File: src/spi_host_cfg.svh
// Register offsets, field positions, reset values and timing counts of the serial register-access host.
`ifndef SPI_HOST_CFG_SVH
`define SPI_HOST_CFG_SVH

// Offsets of the host's own APB registers (byte addresses, one word each).
`define OFS_CTRL 12'h000
`define OFS_TARGET 12'h004
`define OFS_WDATA 12'h008
`define OFS_RDATA 12'h00c
`define OFS_STATUS 12'h010
`define OFS_DIV 12'h014

// Control register fields.
`define CTRL_GO 0
`define CTRL_WRITE 1
`define CTRL_FAST 2

// Target register fields: double-word address and byte-lane enables.
`define TGT_ADDR_LSB 2
`define TGT_ADDR_MSB 10
`define TGT_BE_LSB 12
`define TGT_BE_MSB 15

// Status register fields.
`define STAT_BUSY 0
`define STAT_DONE 1
`define STAT_REFUSED 2

// Reset values.
`define TARGET_RESET 32'h00003000
`define DIV_RESET 8'h04
`define CTRL_RESET 2'h0

// Serial command layout.
`define OP_READ 1'h0
`define OP_WRITE 1'h1
`define CMD_BITS 6'h10
`define TURNAROUND_BITS 2'h0

// Device register that reports which serial configuration interface was strapped.
`define DEV_CONFIG_STATUS_REG 11'h0d8

`endif

File: src/spi_host_pkg.sv
// Types and byte-lane decoding shared by the serial register-access host.
package spi_host_pkg;

  typedef enum logic [2:0] {
    ST_IDLE,
    ST_LEAD,
    ST_HIGH,
    ST_LOW,
    ST_TRAIL,
    ST_GAP
  } frame_state_t;

  // True for the lane patterns the device accepts: one byte, either half, or all four.
  function automatic logic be_legal(input logic [3:0] be);
    case (be)
      4'h1, 4'h2, 4'h4, 4'h8, 4'h3, 4'hc, 4'hf: be_legal = 1'b1;
      default: be_legal = 1'b0;
    endcase
  endfunction

  // Number of enabled lanes.
  function automatic logic [2:0] be_count(input logic [3:0] be);
    be_count = 3'(be[0]) + 3'(be[1]) + 3'(be[2]) + 3'(be[3]);
  endfunction

  // Lowest enabled lane; legal patterns are contiguous, so this is the first byte sent.
  function automatic logic [1:0] be_first(input logic [3:0] be);
    if (be[0]) begin
      be_first = 2'h0;
    end else if (be[1]) begin
      be_first = 2'h1;
    end else if (be[2]) begin
      be_first = 2'h2;
    end else begin
      be_first = 2'h3;
    end
  endfunction

endpackage

File: src/spi_half_tick.sv
// Divider that turns pclk into one-cycle enables, one per half period of the serial clock.
`timescale 1ns/100ps
`default_nettype none
module spi_half_tick #(
  parameter int W = 8
) (
  input wire logic pclk,
  input wire logic presetn,
  input wire logic run,
  input wire logic [W-1:0] half_cycles,
  output logic tick
);

  logic [W-1:0] count;
  wire logic count_end = (count >= half_cycles - W'(1)) || (half_cycles == '0);

  // The count restarts whenever a frame is not running, so every frame starts on a full half period.
  always_ff @(posedge pclk or negedge presetn) begin
    if (!presetn) begin
      count <= '0;
    end else if (!run || count_end) begin
      count <= '0;
    end else begin
      count <= count + W'(1);
    end
  end

  assign tick = run && count_end;

endmodule
`default_nettype wire

File: src/spi_lane_codec.sv
// Packs enabled write lanes into serial order and spreads received bytes back onto their lanes.
`timescale 1ns/100ps
`default_nettype none
module spi_lane_codec
  import spi_host_pkg::*;
(
  input wire logic [3:0] be,
  input wire logic [31:0] wdata,
  input wire logic [31:0] rx_bits,
  output logic [31:0] payload,
  output logic [31:0] lanes
);

  wire logic [2:0] nbytes = be_count(be);
  wire logic [1:0] first = be_first(be);

  // Byte 0 of the access leaves first, so the lowest enabled lane lands in the top byte of payload.
  always_comb begin
    payload = '0;
    lanes = '0;
    for (int i = 0; i < 4; i++) begin
      if (3'(i) < nbytes) begin
        payload[31 - 8 * i -: 8] = wdata[8 * (int'(first) + i) +: 8];
        lanes[8 * (int'(first) + i) +: 8] = rx_bits[8 * (int'(nbytes) - 1 - i) +: 8];
      end
    end
  end

endmodule
`default_nettype wire

File: src/spi_reg_host.sv
// APB-programmed master that reads and writes device registers over the four-wire serial port.
//
// What this block does
// - Each select-low period is one whole operation, opened and closed by the master.
// - Serial clock idles low whenever no operation is running.
// - Master drives clock, select and serial input; only the device drives serial output.
// - High-speed: output launched on rise, master samples on the following fall.
// - Low-speed: output launched on fall, master samples on the next rise.
// - First command bit is the opcode: zero reads, one writes.
// - Two command bytes, then one to four data bytes chosen by lane enables.
// - Command order: opcode, address 10..2, enables 3..0, two zero turnaround bits.
// - Only single bytes, either half or all four lanes may be enabled.
// - Enable codes are 0011 or 1100 for two bytes, 0001, 0010, 0100 or 1000 for one, 1111 for four.
// - Byte 0 goes first, byte 3 last; each byte is most significant bit first.
//
// Chosen here: the APB slave port.
`timescale 1ns/100ps
`default_nettype none
`include "spi_host_cfg.svh"
module spi_reg_host
  import spi_host_pkg::*;
#(
  parameter int DIV_W = 8
) (
  input wire logic pclk,
  input wire logic presetn,
  input wire logic psel,
  input wire logic penable,
  input wire logic pwrite,
  input wire logic [11:0] paddr,
  input wire logic [31:0] pwdata,
  output logic [31:0] prdata,
  output logic pready,
  output logic pslverr,
  output logic select_low_pin,
  output logic serial_clk_pin,
  output logic serial_in_pin,
  input wire logic serial_out_pin
);

  ////////////////////////////////////////////////////////////////////////////////
  // Register state.

  logic op_write;
  logic fast_mode;
  logic [31:0] target;
  logic [31:0] wdata;
  logic [31:0] rdata;
  logic done;
  logic refused;
  logic [DIV_W-1:0] half_cycles;

  ////////////////////////////////////////////////////////////////////////////////
  // Frame state.

  frame_state_t state;
  logic [47:0] tx_shift;
  logic [31:0] rx_shift;
  logic [5:0] bit_idx;
  logic [5:0] last_bit;
  logic frame_write;
  logic frame_fast;
  logic [3:0] frame_be;

  ////////////////////////////////////////////////////////////////////////////////
  // APB decode.

  // Zero wait states: every access completes in its first access cycle.
  wire logic setup_phase = psel && !penable;
  wire logic access_phase = psel && penable;
  wire logic wr_strobe = access_phase && pwrite;
  wire logic hit_ctrl = (paddr == `OFS_CTRL);
  wire logic hit_target = (paddr == `OFS_TARGET);
  wire logic hit_wdata = (paddr == `OFS_WDATA);
  wire logic hit_rdata = (paddr == `OFS_RDATA);
  wire logic hit_status = (paddr == `OFS_STATUS);
  wire logic hit_div = (paddr == `OFS_DIV);
  wire logic hit_any = hit_ctrl || hit_target || hit_wdata || hit_rdata || hit_status || hit_div;

  assign pready = 1'b1;
  assign pslverr = access_phase && !hit_any;

  ////////////////////////////////////////////////////////////////////////////////
  // Start decision.

  wire logic busy = (state != ST_IDLE);
  wire logic [3:0] req_be = target[`TGT_BE_MSB:`TGT_BE_LSB];
  wire logic go_req = wr_strobe && hit_ctrl && pwdata[`CTRL_GO];
  // The lane pattern is checked before anything reaches the pins, since the device has no
  // way to answer a pattern it does not support.
  wire logic be_ok = be_legal(req_be);
  wire logic start = go_req && !busy && be_ok;
  wire logic refuse = go_req && (busy || !be_ok);

  // Opcode and the mode travel with the control write that starts the frame.
  wire logic start_write = pwdata[`CTRL_WRITE];
  wire logic start_fast = pwdata[`CTRL_FAST];

  ////////////////////////////////////////////////////////////////////////////////
  // Command and data packing.

  logic [31:0] payload;
  logic [31:0] lanes;

  // During a frame the codec sees the latched enables, so unpacking stays tied to the frame.
  wire logic [3:0] codec_be = busy ? frame_be : req_be;

  spi_lane_codec u_codec (
    .be(codec_be),
    .wdata(wdata),
    .rx_bits(rx_shift),
    .payload(payload),
    .lanes(lanes)
  );

  // Opcode, address 10..2, lane enables 3..0 and two zero turnaround bits.
  wire logic [15:0] command = {start_write, target[`TGT_ADDR_MSB:`TGT_ADDR_LSB], req_be, `TURNAROUND_BITS};

  // Reads send zeros on the serial input during the data phase.
  wire logic [31:0] send_data = start_write ? payload : 32'h00000000;
  wire logic [5:0] start_last = `CMD_BITS + {be_count(req_be), 3'h0} - 6'h01;

  ////////////////////////////////////////////////////////////////////////////////
  // Serial clock enable.

  logic tick;

  spi_half_tick #(
    .W(DIV_W)
  ) u_tick (
    .pclk(pclk),
    .presetn(presetn),
    .run(busy),
    .half_cycles(half_cycles),
    .tick(tick)
  );

  ////////////////////////////////////////////////////////////////////////////////
  // Edge events.

  // A rising edge is made from the lead-in and from every low half; a falling edge from every high half.
  wire logic rise_now = tick && ((state == ST_LEAD) || (state == ST_LOW));
  wire logic fall_now = tick && (state == ST_HIGH);
  wire logic last_fall = fall_now && (bit_idx == last_bit);
  wire logic in_data = (bit_idx >= `CMD_BITS);
  // High-speed output is launched on our rise and is stable at the next fall; low-speed output
  // is launched on the fall before and is stable at the rise.
  wire logic sample_fast = frame_fast && fall_now;
  wire logic sample_slow = !frame_fast && rise_now;
  wire logic sample_now = !frame_write && in_data && (sample_fast || sample_slow);

  ////////////////////////////////////////////////////////////////////////////////
  // Frame sequencer.

  // Select falls one half period before the first rise and rises one half period after the last fall.
  always_ff @(posedge pclk or negedge presetn) begin
    if (!presetn) begin
      state <= ST_IDLE;
    end else begin
      case (state)
        ST_IDLE: begin
          if (start) begin
            state <= ST_LEAD;
          end
        end
        ST_LEAD: begin
          if (tick) begin
            state <= ST_HIGH;
          end
        end
        ST_HIGH: begin
          if (tick) begin
            state <= (bit_idx == last_bit) ? ST_TRAIL : ST_LOW;
          end
        end
        ST_LOW: begin
          if (tick) begin
            state <= ST_HIGH;
          end
        end
        ST_TRAIL: begin
          if (tick) begin
            state <= ST_GAP;
          end
        end
        ST_GAP: begin
          if (tick) begin
            state <= ST_IDLE;
          end
        end
        default: begin
          state <= ST_IDLE;
        end
      endcase
    end
  end

  // Select is low for exactly one whole operation.
  always_ff @(posedge pclk or negedge presetn) begin
    if (!presetn) begin
      select_low_pin <= 1'b1;
    end else if (start) begin
      select_low_pin <= 1'b0;
    end else if (tick && (state == ST_TRAIL)) begin
      select_low_pin <= 1'b1;
    end
  end

  // The clock only moves while select is low and always comes back to rest low.
  always_ff @(posedge pclk or negedge presetn) begin
    if (!presetn) begin
      serial_clk_pin <= 1'b0;
    end else if (rise_now) begin
      serial_clk_pin <= 1'b1;
    end else if (fall_now) begin
      serial_clk_pin <= 1'b0;
    end
  end

  // Each bit changes on a fall, so it is settled half a period before the device samples it.
  always_ff @(posedge pclk or negedge presetn) begin
    if (!presetn) begin
      tx_shift <= '0;
      serial_in_pin <= 1'b0;
    end else if (start) begin
      tx_shift <= {command, send_data};
      serial_in_pin <= start_write;
    end else if (fall_now) begin
      tx_shift <= {tx_shift[46:0], 1'b0};
      serial_in_pin <= last_fall ? 1'b0 : tx_shift[46];
    end
  end

  // Bit position and frame parameters, held for the whole frame.
  always_ff @(posedge pclk or negedge presetn) begin
    if (!presetn) begin
      bit_idx <= '0;
      last_bit <= '0;
      frame_write <= 1'b0;
      frame_fast <= 1'b0;
      frame_be <= '0;
    end else if (start) begin
      bit_idx <= '0;
      last_bit <= start_last;
      frame_write <= start_write;
      frame_fast <= start_fast;
      frame_be <= req_be;
    end else if (fall_now) begin
      bit_idx <= bit_idx + 6'h01;
    end
  end

  // Returned bits collect most significant first; the codec puts bytes back onto lanes.
  always_ff @(posedge pclk or negedge presetn) begin
    if (!presetn) begin
      rx_shift <= '0;
    end else if (start) begin
      rx_shift <= '0;
    end else if (sample_now) begin
      rx_shift <= {rx_shift[30:0], serial_out_pin};
    end
  end

  ////////////////////////////////////////////////////////////////////////////////
  // Software-visible registers.

  wire logic frame_end = tick && (state == ST_GAP);

  // Control and target hold their last written value; a write while busy only changes
  // what the next frame will use.
  always_ff @(posedge pclk or negedge presetn) begin
    if (!presetn) begin
      {fast_mode, op_write} <= `CTRL_RESET;
      target <= `TARGET_RESET;
      wdata <= '0;
      half_cycles <= DIV_W'(`DIV_RESET);
    end else if (wr_strobe) begin
      if (hit_ctrl) begin
        op_write <= pwdata[`CTRL_WRITE];
        fast_mode <= pwdata[`CTRL_FAST];
      end
      if (hit_target) begin
        target <= pwdata & 32'h0000f7fc;
      end
      if (hit_wdata) begin
        wdata <= pwdata;
      end
      if (hit_div) begin
        half_cycles <= pwdata[DIV_W-1:0];
      end
    end
  end

  // Read data lands when the frame closes; lanes that were not enabled read as zero.
  always_ff @(posedge pclk or negedge presetn) begin
    if (!presetn) begin
      rdata <= '0;
    end else if (frame_end && !frame_write) begin
      rdata <= lanes;
    end
  end

  // Sticky flags: a new event in the same cycle as a clear keeps the flag set.
  wire logic clr_done = wr_strobe && hit_status && pwdata[`STAT_DONE];
  wire logic clr_refused = wr_strobe && hit_status && pwdata[`STAT_REFUSED];

  always_ff @(posedge pclk or negedge presetn) begin
    if (!presetn) begin
      done <= 1'b0;
      refused <= 1'b0;
    end else begin
      done <= frame_end || (done && !clr_done);
      refused <= refuse || (refused && !clr_refused);
    end
  end

  ////////////////////////////////////////////////////////////////////////////////
  // APB read mux.

  logic [31:0] read_word;

  always_comb begin
    read_word = 32'h00000000;
    if (hit_ctrl) begin
      read_word[`CTRL_WRITE] = op_write;
      read_word[`CTRL_FAST] = fast_mode;
    end else if (hit_target) begin
      read_word = target;
    end else if (hit_wdata) begin
      read_word = wdata;
    end else if (hit_rdata) begin
      read_word = rdata;
    end else if (hit_status) begin
      read_word[`STAT_BUSY] = busy;
      read_word[`STAT_DONE] = done;
      read_word[`STAT_REFUSED] = refused;
    end else if (hit_div) begin
      read_word[DIV_W-1:0] = half_cycles;
    end
  end

  // Read data is registered in the setup cycle so it stands during the access cycle.
  always_ff @(posedge pclk or negedge presetn) begin
    if (!presetn) begin
      prdata <= '0;
    end else if (setup_phase) begin
      prdata <= read_word;
    end
  end

endmodule
`default_nettype wire

File: config.mk
export PLATFORM = sky130hd
export DESIGN_NAME = spi_reg_host
export DESIGN_NICKNAME = d
export VERILOG_FILES = /design/src/spi_host_pkg.sv /design/src/spi_half_tick.sv /design/src/spi_lane_codec.sv /design/src/spi_reg_host.sv
export VERILOG_INCLUDE_DIRS = /design/src
export SDC_FILE = /design/constraint.sdc
export NUM_CORES = 1
export LEC_CHECK = 0
export ABC_AREA = 1
export BUFFER_PORTS_ARGS = -buffer_cell sky130_fd_sc_hd__clkbuf_2
export CAP_MARGIN = 20
export CORE_UTILIZATION = 35
export CTS_BUF_LIST = sky130_fd_sc_hd__clkbuf_16
export CTS_CLUSTER_DIAMETER = 120
export DETAILED_ROUTE_END_ITERATION = 16
export PLACE_DENSITY = 0.63
export SLEW_MARGIN = 30
export SYNTH_ARGS = -nofsm -noshare
export SYNTH_HDL_FRONTEND = slang
export SYNTH_SLANG_ARGS = --single-unit
File: constraint.sdc
create_clock -name pclk -period 4.5 [get_ports pclk]
set_input_delay 0.9 -clock pclk [delete_from_list [all_inputs] [get_ports pclk]]
set_output_delay 0.9 -clock pclk [all_outputs]
set_load 0.02 [all_outputs]
==> results.md <==
* Status: finished clean
* Worst slew pin tran at 0.834 ns
* Syn Nets at 2,033
* Clock root cell: clkbuf_16
* Initial antenna violation count at 0
* Post-CTS sizing at 0
* Post-route minimum period at 3.92 ns
* Seq. cell area at 5760 sq um
* Post-synth design cell area at 13,900 sq um
* Seq/Total Area, Yosys at 41.5%
* TritonCTS clock tree: done
* Die height at 201 um
* Biggest fanout along the worst timing path at 13
* Commonest non-fill, non-tap cell in the layout: nand2_1
* Ys flop type: dfrtp_1
* Synth top area cells: dfrtp_1, nand2_1, nand3_1
* Worst setup SP type: flop
* Final period util at 87.0%
* GR Overflow Total at 0
* Compound-Gate Fraction of Synth Area at 10.1%
* RSZ-0062 raised after global routing: false
* Flops & latches, synth at 230
* IO Port Bufs at 85
* Avg Inst Size Synth at 7.11 sq um
* Area growth from synthesis to layout at 12.2%
* Ant diodes at 0
* Clock skew at 0.0125 ns
* Highest clock rate at 255 MHz
* Synth cell types at 51
* Max clock buf depth at 3
* Met3 GRT Util at 3.15%
* Vias per std cell at 5.31
* Die Width at 201 um
* Filler cells at 4,067
* Die footprint at 40,400 sq um
* Nets at 2,077
* Multi-input gate area at 7010 sq um
* Slew Limit Fails at 0
* I/O pins at 87
* Total chip power at 0.00670 W
* Core box area at 38,800 sq um
* GR met2 Demand/Resource at 36.0%
* DR iter-0 viols at 1,210
* Rel. slew slack at 44.2%
* Post-route ant nets at 0
* Avg WL per Cell at 18.3 um
* Crit Path Class: reg2reg
* Residual DRC at 0
* Total Routing Usage GR at 22.9%
* # H-tree levels at 1
* Cells after Synth at 1,951
* Share of the synthesized area in the top cell type at 40.8%
* First-pass GRT wire length at 73,500 um
* Postcts setup bufs at 0
* WL final at 46,300 um
* Pre-antenna DRT Iters at 7
* Initial core utilization at 35.7%
* Vias at 13,442
* Hold/Removal Path Class: in2async
* Met1 Use GR at 32.2%
* Xor/xnor share of the synthesized area at 0.884%
* Most frequent cells in the layout: nand2_1, nand3_1, dfrtp_1
* Largest family of logic cells by synthesized area: simple AND/OR/NAND/NOR gates
* Num CTS Buffers at 27
* Leakage power at 7.86 nW
* Vias in the first global route at 12,651
* # clock sinks at 230
* WP data arrival at 4.41 ns
* CP endpoint kind: flop
* Site Rows at 72
* Critical Path RT at 5.00 ns
* Mux cell area share after synthesis at 0.487%
* DP HPWL at 34,200 um
* Synth area leader: dfrtp_1
* Post-synthesis adder-cell area fraction at 3.10%
* Endpoints failing setup at 0
* Gpl congestion at 0.946
* CTS clk-pin slew, worst paths at 0.06 ns
* Synthesis Warnings at 0
* Max cap viols at 0
* Largest net degree at the start of global routing at 92
* Maximum VDD drop at 310 uV
* FF-to-FF setup slack at 0.58 ns
* Simple-Gate Fraction of Synth Area at 35.8%
* Power Dens Cells at 430 nW/um^2
* Fin. Hold Viols at 0
* Setup TNS at 0 ns
* Async SR Flop Fraction at 100%
* Insertion delay to the later sink of the worst-skew pair at 0.57 ns
* Post-synth EDFFs at 0
* Grt peak-use layer: met2
* Layout cell share with drive strength beyond 1 at 9.84%
* Hold buffer count at cts at 0
==> cells by family after synthesis <==
kind of cell    count (synthesis)
other cells                     1
mux                             6
flops                         230
fa+ha+maj                      32
xor+xnor                       14
buf+inv                       265
simple gates                 1157
compound gates                246
==> final timing paths <==
path                             from    endpoint  cells after the start
min                           presetn    rdata[5]                      1
max                          state[1]   rdata[17]                     22
max in group asynchronous     presetn  target[12]                      2
max reg2reg                  state[1]   rdata[17]                     22
min in group pclk          prdata[11]  prdata[11]                      2
min reg2reg                prdata[11]  prdata[11]                      2
==> power breakdown <==
part	switching, W	internal, W	total (W)
sequential	0.0000113	0.00208	0.00209
clock	0.000908	0.00125	0.00216
combinational	0.00182	0.000625	0.00245
total	0.00274	0.00396	0.00670
==> layout make-up <==
cell class | count | share of cell area [%]
Inverter | 159 | 3.83
Clock inverter | 20 | 1.12
Timing Repair Buffer | 121 | 4.53
Multi-Input combinational cell | 1456 | 45.0
Tap cell | 518 | 4.16
Clock buffer | 27 | 4.34
Sequential cell | 230 | 37.0
==> Yosys cell counts (2+ instances only) <==
cell	number
xnor2_1	3
nand2_1	616
o21ai_1	4
nand3_1	323
dfrtp_1	226
clkinv_1	5
nor2_2	2
xor2_1	11
a21oi_2	2
o31ai_1	10
nand4_1	23
nand3b_1	6
clkbuf_1	46
inv_2	5
nor2_1	153
buf_2	42
mux2_2	6
buf_6	4
inv_1	149
a21boi_1	6
dfstp_2	4
o211ai_1	13
a21oi_1	40
nor3_1	11
buf_1	4
buf_4	10
nor2_4	7
o221ai_1	4
a31oi_1	27
and2_1	2
fa_1	4
o21ai_0	125
ha_1	28
nand2_2	7
o22ai_1	7
==> sequential cells by signal (all words and copies together) (netlist names), 3 cells and up <==
signal and cells:
tx_shift 47, prdata 32, rdata 32, rx_shift 32
wdata 32, target 13, half_cycles 8, u_tick.count 8
bit_idx 6, frame_be 4, last_bit 4, state 3
==> routing by layer <==
| layer | part of all wire (%) | wire (um) |
|---|---|---|
| met5 | 0 | 0 |
| met1 | 46 | 21200 |
| met4 | 3.0 | 1400 |
| met2 | 44 | 20600 |
| met3 | 6.7 | 3100 |
==> critical path, stage by stage (launching register included) <==
cell,delay [ns]
dfrtp_1,0.45
nor2_4,0.20
nand2_4,0.13
nand2_1,0.10
nand2_2,0.11
inv_1,0.10
ha_1,0.23
inv_1,0.08
fa_2,0.22
inv_1,0.07
ha_1,0.29
inv_1,0.04
buf_4,0.17
ha_1,0.20
xnor2_1,0.52
nand3_1,0.14
nor2_1,0.31
nand2_1,0.11
nand3_1,0.11
nand2_1,0.05
nand2_1,0.08
nand2_1,0.05
nand2_1,0.07
==> stage by stage <==
step / area (sq um) / instances / utilization (%) / hold WS, ns / setup slack [ns]
after floorplan: 13900 / 1951 / - / 0.448 / 0.600
after global placement: 14700 / 2484 / 37.9 / 0.464 / 0.634
after detailed placement: 14700 / 2484 / 37.9 / 0.470 / 0.618
after CTS: 15600 / 2531 / 40.1 / 0.375 / 0.595
after global routing: 15600 / 2531 / 40.1 / 0.405 / 0.203
final: 15600 / 2531 / 40.1 / 0.305 / 0.584
(Power assumes the default switching activity.)
